## src/rst_seq_pkg.sv

```systemverilog
// Purpose: Shared constants and types for the reset and standby sequencer
// Assumes: 40 MHz system clock (25 ns period)
// Notes: Times are kept in their own units; cycle counts are derived here
package rst_seq_pkg;
    localparam int CLK_PERIOD_NS = 25;
    // Maximum sequence durations in microseconds
    localparam int FUNCTIONAL_RESET_TIME_US = 545;
    localparam int DESTRUCTIVE_RESET_TIME_US = 1370;
    localparam int POWER_ON_RESET_TIME_US = 1500;
    // Longest times round down to whole cycles
    localparam int FR_CYCLES = (FUNCTIONAL_RESET_TIME_US * 1000) / CLK_PERIOD_NS;
    localparam int DR_CYCLES = (DESTRUCTIVE_RESET_TIME_US * 1000) / CLK_PERIOD_NS;
    localparam int POR_CYCLES = (POWER_ON_RESET_TIME_US * 1000) / CLK_PERIOD_NS;
    // External reset pin pulse widths in ns
    localparam int RESET_GLITCH_REJECT_WIDTH_NS = 17;
    localparam int RESET_PULSE_ACCEPT_WIDTH_NS = 400;
    // Accept after a low run longer than the reject width, rounded up
    localparam int PIN_ACCEPT_CYCLES =
        (RESET_GLITCH_REJECT_WIDTH_NS + CLK_PERIOD_NS) / CLK_PERIOD_NS + 1;
    // Supply-good minimum pulse widths in microseconds
    localparam int SUPPLY_GOOD_MIN_LOW_TIME_US = 36;
    localparam int SUPPLY_GOOD_MIN_HIGH_TIME_US = 36;
    localparam int SEQ_CNT_W = 17;
    localparam int PIN_CNT_W = 4;
    localparam logic [SEQ_CNT_W-1:0] SEQ_ONE = 17'h00001;
    localparam logic [PIN_CNT_W-1:0] PIN_ONE = 4'h1;

    typedef enum logic [1:0] {
        REQ_NONE,
        REQ_FUNCTIONAL,
        REQ_DESTRUCTIVE,
        REQ_POWER_ON
    } reset_kind_type;
endpackage : rst_seq_pkg

```

## src/reset_standby_ctrl.sv

```systemverilog
// Purpose: Reset sequence timing, restart on higher resets, standby handshake
// Assumes: 40 MHz clk; power-on reset and supply-good come from the PMIC
// Notes: Sequence duration counts the maximum time; done pulses at the end
`default_nettype none
module reset_standby_ctrl
    import rst_seq_pkg::*;
(
    input wire logic clk,
    input wire logic rst,
    input wire logic power_on_reset_n,
    input wire logic reset_pin_n,
    input wire logic supply_good_in,
    input wire logic functional_reset_req,
    input wire logic destructive_reset_req,
    input wire logic standby_enter,
    input wire logic standby_exit,
    output logic in_reset,
    output rst_seq_pkg::reset_kind_type reset_kind,
    output logic reset_done,
    output logic standby_power_request_n,
    output logic standby_domains_ready
);
    import rst_seq_pkg::*;

    typedef enum {ST_RESET, ST_RUN, ST_STBY_WAIT_LOW, ST_STBY_OFF, ST_STBY_WAIT_HIGH} state_type;

    logic por_s1_r, por_s2_r, sg_s1_r, sg_s2_r;
    logic pin_req;
    state_type state_r, state_nxt;
    reset_kind_type kind_r, kind_nxt;
    logic [SEQ_CNT_W-1:0] cnt_r, cnt_nxt;
    logic done_r, done_nxt;
    logic stby_n_r, stby_n_nxt;
    logic ready_r, ready_nxt;
    logic por_evt, dest_evt, func_evt, sg_fail;

    ////////////////////////////////////////////////////////////////////
    // Pin filter for the external reset request
    reset_pin_filter u_pin_filter (
        .clk(clk),
        .rst(rst),
        .reset_pin_n(reset_pin_n),
        .reset_req(pin_req)
    );

    // Synchronisers for PMIC inputs
    always_ff @(posedge clk) begin
        if (rst) begin
            por_s1_r <= 1'b0;
            por_s2_r <= 1'b0;
            sg_s1_r <= 1'b0;
            sg_s2_r <= 1'b0;
        end else begin
            por_s1_r <= power_on_reset_n;
            por_s2_r <= por_s1_r;
            sg_s1_r <= supply_good_in;
            sg_s2_r <= sg_s1_r;
        end
    end

    ////////////////////////////////////////////////////////////////////
    // Event decode; supply-good loss outside standby counts as power-on
    always_comb begin
        // Running or in a reset sequence both count as outside standby
        sg_fail = !sg_s2_r && por_s2_r && (state_r == ST_RUN || state_r == ST_RESET);
        por_evt = !por_s2_r || sg_fail;
        dest_evt = destructive_reset_req || pin_req;
        func_evt = functional_reset_req;
    end

    // Length of a sequence kind
    function automatic logic [SEQ_CNT_W-1:0] seq_len(input reset_kind_type k);
        unique case (k)
            REQ_POWER_ON: seq_len = SEQ_CNT_W'(POR_CYCLES);
            REQ_DESTRUCTIVE: seq_len = SEQ_CNT_W'(DR_CYCLES);
            default: seq_len = SEQ_CNT_W'(FR_CYCLES);
        endcase
    endfunction

    ////////////////////////////////////////////////////////////////////
    // Sequence and standby state machine
    always_comb begin
        state_nxt = state_r;
        kind_nxt = kind_r;
        cnt_nxt = cnt_r;
        done_nxt = 1'b0;
        stby_n_nxt = stby_n_r;
        ready_nxt = ready_r;
        if (por_evt && !(state_r == ST_RESET && kind_r == REQ_POWER_ON && !por_s2_r)) begin
            // Power-on restarts from its first step
            state_nxt = ST_RESET;
            kind_nxt = REQ_POWER_ON;
            cnt_nxt = seq_len(REQ_POWER_ON);
            stby_n_nxt = 1'b1;
            ready_nxt = 1'b0;
        end else if (!por_s2_r) begin
            // Hold at start while the PMIC holds power-on reset
            cnt_nxt = seq_len(REQ_POWER_ON);
        end else if (dest_evt && kind_r != REQ_POWER_ON) begin
            state_nxt = ST_RESET;
            kind_nxt = REQ_DESTRUCTIVE;
            cnt_nxt = seq_len(REQ_DESTRUCTIVE);
            stby_n_nxt = 1'b1;
            ready_nxt = 1'b0;
        end else if (func_evt && state_r != ST_RESET) begin
            state_nxt = ST_RESET;
            kind_nxt = REQ_FUNCTIONAL;
            cnt_nxt = seq_len(REQ_FUNCTIONAL);
            // Leaving standby through a reset powers the domains back up
            stby_n_nxt = 1'b1;
            ready_nxt = 1'b0;
        end else begin
            unique case (state_r)
                ST_RESET: begin
                    if (cnt_r <= SEQ_ONE) begin
                        state_nxt = ST_RUN;
                        kind_nxt = REQ_NONE;
                        done_nxt = 1'b1;
                        ready_nxt = 1'b1;
                    end else begin
                        cnt_nxt = cnt_r - SEQ_ONE;
                    end
                end
                ST_RUN: begin
                    if (standby_enter) begin
                        state_nxt = ST_STBY_WAIT_LOW;
                        stby_n_nxt = 1'b0;
                        ready_nxt = 1'b0;
                    end
                end
                ST_STBY_WAIT_LOW: begin
                    if (!sg_s2_r) begin
                        state_nxt = ST_STBY_OFF;
                    end
                end
                ST_STBY_OFF: begin
                    if (standby_exit) begin
                        state_nxt = ST_STBY_WAIT_HIGH;
                        stby_n_nxt = 1'b1;
                    end
                end
                ST_STBY_WAIT_HIGH: begin
                    if (sg_s2_r) begin
                        state_nxt = ST_RUN;
                        ready_nxt = 1'b1;
                    end
                end
            endcase
        end
    end

    // Register stage
    always_ff @(posedge clk) begin
        if (rst) begin
            state_r <= ST_RESET;
            kind_r <= REQ_POWER_ON;
            cnt_r <= SEQ_CNT_W'(POR_CYCLES);
            done_r <= 1'b0;
            stby_n_r <= 1'b1;
            ready_r <= 1'b0;
        end else begin
            state_r <= state_nxt;
            kind_r <= kind_nxt;
            cnt_r <= cnt_nxt;
            done_r <= done_nxt;
            stby_n_r <= stby_n_nxt;
            ready_r <= ready_nxt;
        end
    end

    assign in_reset = (state_r == ST_RESET);
    assign reset_kind = kind_r;
    assign reset_done = done_r;
    assign standby_power_request_n = stby_n_r;
    assign standby_domains_ready = ready_r;
endmodule : reset_standby_ctrl
`default_nettype wire

```

## src/reset_pin_filter.sv

```systemverilog
// Purpose: Synchronise and pulse-filter the active-low external reset pin
// Assumes: Pin is asynchronous to clk
// Notes: Short glitches are dropped; a long enough low run yields one request pulse
`default_nettype none
module reset_pin_filter
    import rst_seq_pkg::*;
(
    input wire logic clk,
    input wire logic rst,
    input wire logic reset_pin_n,
    output logic reset_req
);
    logic sync1_r, sync2_r, sync1_nxt, sync2_nxt;
    logic [PIN_CNT_W-1:0] low_cnt_r, low_cnt_nxt;
    logic req_r, req_nxt;
    localparam logic [PIN_CNT_W-1:0] ACCEPT = PIN_CNT_W'(PIN_ACCEPT_CYCLES);

    ////////////////////////////////////////////////////////////////////
    // Two-stage synchroniser, then low-run counter
    always_comb begin
        sync1_nxt = reset_pin_n;
        sync2_nxt = sync1_r;
        low_cnt_nxt = low_cnt_r;
        req_nxt = 1'b0;
        if (sync2_r) begin
            low_cnt_nxt = '0;
        end else if (low_cnt_r != ACCEPT) begin
            low_cnt_nxt = low_cnt_r + PIN_ONE;
            req_nxt = (low_cnt_r + PIN_ONE) == ACCEPT;
        end
    end

    // Register stage
    always_ff @(posedge clk) begin
        if (rst) begin
            sync1_r <= 1'b1;
            sync2_r <= 1'b1;
            low_cnt_r <= '0;
            req_r <= 1'b0;
        end else begin
            sync1_r <= sync1_nxt;
            sync2_r <= sync2_nxt;
            low_cnt_r <= low_cnt_nxt;
            req_r <= req_nxt;
        end
    end

    assign reset_req = req_r;
endmodule : reset_pin_filter
`default_nettype wire

```

## config.mk

```make
export PLATFORM = sky130hd
export DESIGN_NAME = reset_standby_ctrl
export DESIGN_NICKNAME = d
export VERILOG_FILES = /design/src/rst_seq_pkg.sv /design/src/reset_standby_ctrl.sv /design/src/reset_pin_filter.sv
export SDC_FILE = /design/constraint.sdc
export NUM_CORES = 1
export LEC_CHECK = 0
export BUFFER_PORTS_ARGS = -buffer_cell sky130_fd_sc_hd__buf_2
export CORE_ASPECT_RATIO = 1.1
export CORE_MARGIN = 2
export CORE_UTILIZATION = 59
export DETAILED_ROUTE_END_ITERATION = 10
export PLACE_DENSITY = 0.79
export REMOVE_ABC_BUFFERS = 1
export SYNTH_ARGS = -nofsm -noshare
export SYNTH_HDL_FRONTEND = slang
export SYNTH_HIERARCHICAL = 1
export SYNTH_SLANG_ARGS = --single-unit
```

## constraint.sdc

```tcl
create_clock -name clk -period 2.7 [get_ports clk]
set_clock_uncertainty 0.05 [all_clocks]
set_input_delay 0.135 -clock clk [delete_from_list [all_inputs] [get_ports clk]]
set_output_delay 0.135 -clock clk [all_outputs]
set_load 0.02 [all_outputs]
```

==> results.md, run 1 <==
* Hold Worst Slack at ~41 ps
* IR Drop Worst-Case VDD at roughly 380 µV
* Crit path DAT at 2580 ps
* Row count at 21
* Max_cap viols at 0
* Num CTS Buffers at 5
* Final GP Congestion at 0.857
* First-pass GRT wire length at roughly 7.5 mm
* Tot Pwr at between 900 and 1000 µW
* Final setup fails at 0
* FF+latch count, synth at 36
* Overall die area at roughly 0.0037 mm²
* Die Span X at between 50 and 60 µm
* Io pins at 15
* Slew at the pin with the worst max-slew slack at just under 600 ps
* Crit share post-route at a little under 90%
* Hold Path End: por_s2_r$_SDFF_PP0_
* Post-DP HPWL at 3.17 mm
* EDFF count, synth at 0
* Hold_sp: rst
* Antenna Nets Post-Route at 0
* RR Startpoint: cnt_r[5]$_SDFFE_PP1P_
* Synth Cell Area at between 0.0015 and 0.002 mm²
* DRT iter0 DRCs at ~100
* Initial antenna violation count at 0
* Multi-input logic area at about 0.0011 mm²
* CP startpoint kind: flop
* Starting density of the core at between 60 and 70%
* Fill count at 257
* Avg Inst Size Synth at between 9 and 10 µm²
* Global route overflow at 0
* Worst setup path start: cnt_r[5]$_SDFFE_PP1P_
* Min cycle time layout at about 2300 ps
* Area added between synthesis and finish at 12.3%
* Critical Path End Type: flop
* Max incr delay on CP at 580 ps
* Number of setup buffers added after CTS at 0
* Sink Count at 36
* Yosys Warn Count at 6
* Die Y at between 60 and 70 µm
* FF-to-FF End: standby_domains_ready$_SDFFE_PP0P_
* WS Path Type: reg2reg
* Worst reg-to-reg setup slack at between 300 and 400 ps
* Synthesized instance count at about 210
* Pin count of the biggest net entering global routing at 13
* Clock slew at reported path FFs at between 100 and 150 ps
* Vias at 1693
* Core Util, Final at between 60% and 70%
* Async set-reset flop share out of synthesis at 0%
* Fmax at between 0.4 and 0.5 GHz
* Count of cell types in the netlist at between 50 and 60
* Worst skew pair latency at about 350 ps
* Non-Filler Instances at about 270
* PwrDens at between 400 and 500 mW/mm²
* HP Class: in2reg
* Post-synthesis sequential area ratio at 38.1%
* Avg WL per Cell at about 16 µm
* Global Route Usage Sum at 26.3%
* Sum Neg Setup Slack at 0 ps
* Core area at roughly 0.003 mm²
* IO buf count at 14
* Worst Path Required at roughly 3000 ps
* Layout cell share with drive strength beyond 1 at between 20% and 30%
* Final hold vios at 0
* Final slew viol count at 0
* Crit-path slowest cell: or4_4
* Clk root buf: clkbuf_4
* Vias in the first global route at ~1600
* Maximum root-to-sink buffer count at 2
* Unrepaired setup endpoints after global routing: no
* Synth Flop Type: dfxtp_1
* Number of inserted diodes at 0
* H-tree level count at 2
* Status: completed
* Cell chain of the critical path: or4_4 > nor3_4 > a21oi_1 > a2111oi_0 > o21a_1
* R2R depth at 5
* Worst Hold Depth at 2
* Drt drc at 0
* Maximum fanout along the worst path at 7
* Slew margin rel. at 61.1%
* Leakage at between 0.0007 and 0.0008 µW
* Placed insts at about 260
* Drt total wl at 4.33 mm
* CTS tree: done
* Sequential Area at ~720 µm²
* Drt first pass iters at 4
* Final nets at 246
* Vias per inst at between 6 and 7
flip-flops by register name (all words and copies together) (netlist names):
| signal | cells |
|---|---|
| por_s1_r | 1 |
| u_pin_filter/sync1_r | 1 |
| cnt_r | 17 |
| standby_power_request_n | 1 |
| u_pin_filter/low_cnt_r | 4 |
| sg_s2_r | 1 |
| sg_s1_r | 1 |
| por_s2_r | 1 |
| standby_domains_ready | 1 |
| state_r | 3 |
| reset_done | 1 |
| reset_kind | 2 |
| u_pin_filter/reset_req | 1 |
| u_pin_filter/sync2_r | 1 |
logic make-up after synthesis:
group / count (synthesis) / share of synthesized area [%]
buf+inv: 13 / 2.85
xor+xnor: 14 / 6.49
fa+ha+maj: 5 / 3.31
compound gates: 53 / 21.4
flops: 36 / 38.1
simple gates: 88 / 27.9
power by group:
group          total (µW)  switching, µW  internal, µW
Clock                 372            178           194
Combinational        34.1           17.1          17.0
Sequential            540           4.01           536
Total                 946            199           747
metal layers:
| metal | vias to the layer above | share of wire (%) | GRT usage [%] | routed length [µm] |
|---|---|---|---|---|
| met2 | 53 | 50 | 44.3 | 2160 |
| met3 | 10 | 4.4 | 5.54 | 189 |
| met5 | - | 0 | 0 | 0 |
| li1 | 828 | - | - | - |
| met4 | 0 | 1.5 | 9.30 | 64 |
| met1 | 802 | 44 | 32.5 | 1920 |
worst max-delay path by stage:
stage / slack, ps / cells after the start / end
4_1_cts: 350 / 5 / standby_domains_ready$_SDFFE_PP0P_
5_1_grt: 250 / 5 / standby_domains_ready$_SDFFE_PP0P_
2_1_floorplan: 550 / 5 / standby_power_request_n$_SDFFE_PP1P_
6_report: 360 / 5 / standby_domains_ready$_SDFFE_PP0P_
3_5_place_dp: 380 / 5 / standby_domains_ready$_SDFFE_PP0P_
3_3_place_gp: 500 / 5 / standby_power_request_n$_SDFFE_PP1P_
area by class of cell:
class	instances	area share (%)
Clock buffer	6	1.94
Clock inverter	2	1.65
Multi-Input combinational cell	160	52.6
Tap cell	34	2.00
Sequential cell	36	33.9
Inverter	6	1.06
Timing Repair Buffer	23	6.84
stage by stage:
step	setup slack, ps	instance area [µm²]
floorplan	547	1860
global placement	501	2020
detailed placement	381	2020
CTS	348	2120
global route	248	2120
finish	364	2120
critical path, delay by kind of cell, from the launching register on:
| family | cells | cell delay (ps) |
|---|---|---|
| and+or+nand+nor | 2 | 890 |
| DFF | 1 | 380 |
| AOI/OAI and AO/OA | 3 | 970 |
synth_stat cells, drive strengths merged (4+ instances only):
cell type,number,area (µm²)
nand2,11,41.3
a21oi,10,50.1
o211ai,6,45.0
inv,6,22.5
or3,5,37.5
ha,5,62.6
dfxtp,36,721
nor2,17,63.8
nand4,4,31.3
nor2b,6,37.5
o21ai,10,53.8
or2,6,40.0
nor3,9,56.3
xnor2,11,96.3
nand2b,4,25.0
nor4,9,62.6
buf,4,20.0
nand3,5,30.0
cells in the final DEF (no fill, tap or decap), types with 2 or more instances in the layout:
cell type | Yosys | final
or3_1 | 3 | 3
dlygate4sd3_1 | 0 | 3
a31oi_1 | 2 | 2
nor2_1 | 17 | 17
dfxtp_1 | 36 | 36
clkbuf_4 | 0 | 5
o41a_1 | 2 | 2
nand2_1 | 11 | 11
o31ai_1 | 2 | 2
and3_1 | 3 | 3
ha_1 | 5 | 5
buf_2 | 4 | 14
nor3_1 | 8 | 8
buf_4 | 0 | 6
a41oi_1 | 2 | 2
o211ai_1 | 6 | 6
nand4_1 | 3 | 3
a211oi_1 | 3 | 3
xor2_1 | 3 | 3
nand2b_1 | 4 | 4
inv_1 | 5 | 5
a21oi_1 | 10 | 10
o21ai_0 | 9 | 9
a2111oi_2 | 2 | 2
or2_2 | 5 | 5
xnor2_1 | 11 | 11
nand3_1 | 4 | 4
nor2b_1 | 6 | 6
nor4_1 | 8 | 8
timing repair:
item	4_1_cts	5_1_grt
hold buffers	3	0
gates resized for setup	0	0
endpoints found under the hold margin	3	0
No activity file was read; power rests on OpenSTA's default activity.
==> inputs of run 2 (changes only) <==
CORE_ASPECT_RATIO = default   (was 1.1)
==> run 2 against run 1 <==
Sequential share of layout area decreased by 0.20 points; fmax grew 2.5%; combinational power about the same; flip-flop and latch count unchanged; cell area up 0.59%; wire length is 3.4% lower; largest cell class unchanged; first-iteration DRC count decreased by 29%; hold slack got worse by 27 ps; worst setup slack better by 56 ps.
==> results.md, run 2 (same netlist as run 1, synthesis figures left out) <==
* Final setup fails at 0 (unchanged)
* Commonest cells after routing, fill and taps aside: dfxtp_1, nor2_1, buf_2, nand2_1, xnor2_1
* Largest register by flop count: cnt_r
* Global route overflow at 0 (unchanged)
* Crit path DAT at 2470 ps (-110 ps)
* Clk root buf: clkbuf_4
* Worst Path Required at 2890 ps (-60 ps)
* IR Drop Worst-Case VDD at 457 µV (+21%)
* Clock slew at reported path FFs at 120 ps (about the same)
* Drt total wl at 4.18 mm (-3.4%)
* Gr busiest metal: met2
* Number of setup buffers added after CTS at 0 (unchanged)
* Unrepaired setup endpoints after global routing: no
* Vias per inst at 6.13 (-3.3%)
* Drt first pass iters at 4 (unchanged)
* Num CTS Buffers at 5 (unchanged)
* Vias in the first global route at 1631 (-0.12%)
* Overall die area at 0.00367 mm² (about the same)
* Final GP Congestion at 0.953 (+11%)
* Slew at the pin with the worst max-slew slack at 620 ps (+38.3 ps)
* Number of inserted diodes at 0 (unchanged)
* Area added between synthesis and finish at 13.0%
* PwrDens at 454 mW/mm² (+1.8%)
* Row count at 20 (-4.8%)
* Routing usage on met1 at 30.9% (-1.6 points)
* Layout cell share with drive strength beyond 1 at 20.7% (+0.089 points)
* Worst skew pair latency at 350 ps (about the same)
* CTS tree: done
* Io pins at 15 (unchanged)
* Final slew viol count at 0 (unchanged)
* Final nets at 245 (-0.41%)
* Maximum fanout along the worst path at 7 (unchanged)
* Vias at 1692 (-0.059%)
* Core Util, Final at 70.0% (+0.30 points)
* Pin count of the biggest net entering global routing at 14 (+1)
* Placed insts at 265 (+3.5%)
* Hold Worst Slack at 14.3 ps (-26.8 ps)
* HP Class: in2reg
* Met2 usage at 43.8% (-0.54 points)
* Sink Count at 36 (unchanged)
* Crit share post-route at 84.4% (-2.1 points)
* Initial antenna violation count at 0 (unchanged)
* Antenna Nets Post-Route at 0 (unchanged)
* Slew margin rel. at 58.5% (-2.6 points)
* Fmax at 0.439 GHz (+2.5%)
* Die Y at 60.6 µm (-4.4%)
* Leakage at 0.000771 µW (-0.76%)
* Sum Neg Setup Slack at 0 ps (unchanged)
* CTS resizes at 0 (unchanged)
* Final hold vios at 0 (unchanged)
* Top Registers: cnt_r (17), u_pin_filter/low_cnt_r (4), state_r (3)
* CP startpoint kind: flop
* Flip-flop count of the largest register after layout at 17 (unchanged)
* First-pass GRT wire length at 7.04 mm (-6.1%)
* Global Route Usage Sum at 25.6% (-0.67 points)
* WS Path Type: reg2reg
* Avg WL per Cell at 15.2 µm (-6.5%)
* Post-DP HPWL at 3.12 mm (-1.6%)
* Starting density of the core at 61.9% (-0.10 points)
* Setup WS post-layout at 420 ps (+56.4 ps)
* Met3 Track Usage GR at 7.25% (+1.7 points)
* Status: completed
* Min cycle time layout at 2280 ps (-56.4 ps)
* Maximum root-to-sink buffer count at 2 (unchanged)
* Pre-CTS setup slack at 449 ps (+68.0 ps)
* Max_cap viols at 0 (unchanged)
* Core area at 0.00305 mm² (+0.16%)
* H-tree level count at 2 (unchanged)
* Drt drc at 0 (unchanged)
* Most common cell after layout, fill and taps aside: dfxtp_1
* DRT iter0 DRCs at 73 (-29%)
* Fill count at 256 (-0.39%)
* Die Span X at 60.6 µm (+4.5%)
* IO buf count at 14 (unchanged)
* Critical Path End Type: flop
* Non-Filler Instances at 276 (+3.4%)
==> run 2: cell types whose count changed in the layout (fill, tap and decap cells not counted), sizes merged <==
cell | before | now
buf | 20 | 19
inv | 6 | 7
clkinvlp | 0 | 1
clkbuf | 6 | 5
clkinv | 1 | 0
==> run 2: worst max-delay path, stage by stage (launching register included) <==
cell	delay [ps]
dfxtp_1	380
or4_4	580
nor3_4	310
a311oi_4	200
or2_4	300
o41a_1	360
==> run 2: area by class of cell <==
class,count,area (µm²),area share (%)
Tap cell,44,55.1,2.58
Multi-Input combinational cell,160,1120,52.3
Clock buffer,5,37.5,1.76
Timing Repair Buffer,22,138,6.44
Sequential cell,36,721,33.7
Clock inverter,3,46.3,2.17
Inverter,6,22.5,1.05
==> run 2: final timing paths <==
path / startpoint / endpoint / slack (ps) / depth (start not counted)
min reg2reg: u_pin_filter/sync1_r$_SDFF_PP1_ / u_pin_filter/sync2_r$_SDFF_PP1_ / 380 / 1
min: rst / u_pin_filter/low_cnt_r[1]$_SDFFE_PP0P_ / 10 / 2
max: cnt_r[5]$_SDFFE_PP1P_ / standby_power_request_n$_SDFFE_PP1P_ / 420 / 5
max reg2reg: cnt_r[5]$_SDFFE_PP1P_ / standby_power_request_n$_SDFFE_PP1P_ / 420 / 5
==> run 2: stage by stage <==
stage / power, µW / area [µm²]
after CTS: 972 / 2140
after global routing: 999 / 2140
after floorplan: 569 / 1860
after global placement: 580 / 2020
after detailed placement: 582 / 2020
final: 969 / 2140
==> run 2: repair_timing <==
item,CTS,global route
hold buffers,3,0
setup endpoints to repair,0,0
hold endpoints to repair,3,0
==> run 2: where the power goes <==
part	internal (µW)	switching [µW]
combinational	17.0	17.4
sequential	536	3.95
clock	198	196
total	751	218
==> run 2: per-layer routing <==
layer	up-vias	wire, µm
met5	-	0
met4	0	70
met3	11	241
met2	53	2080
met1	798	1790
li1	830	-
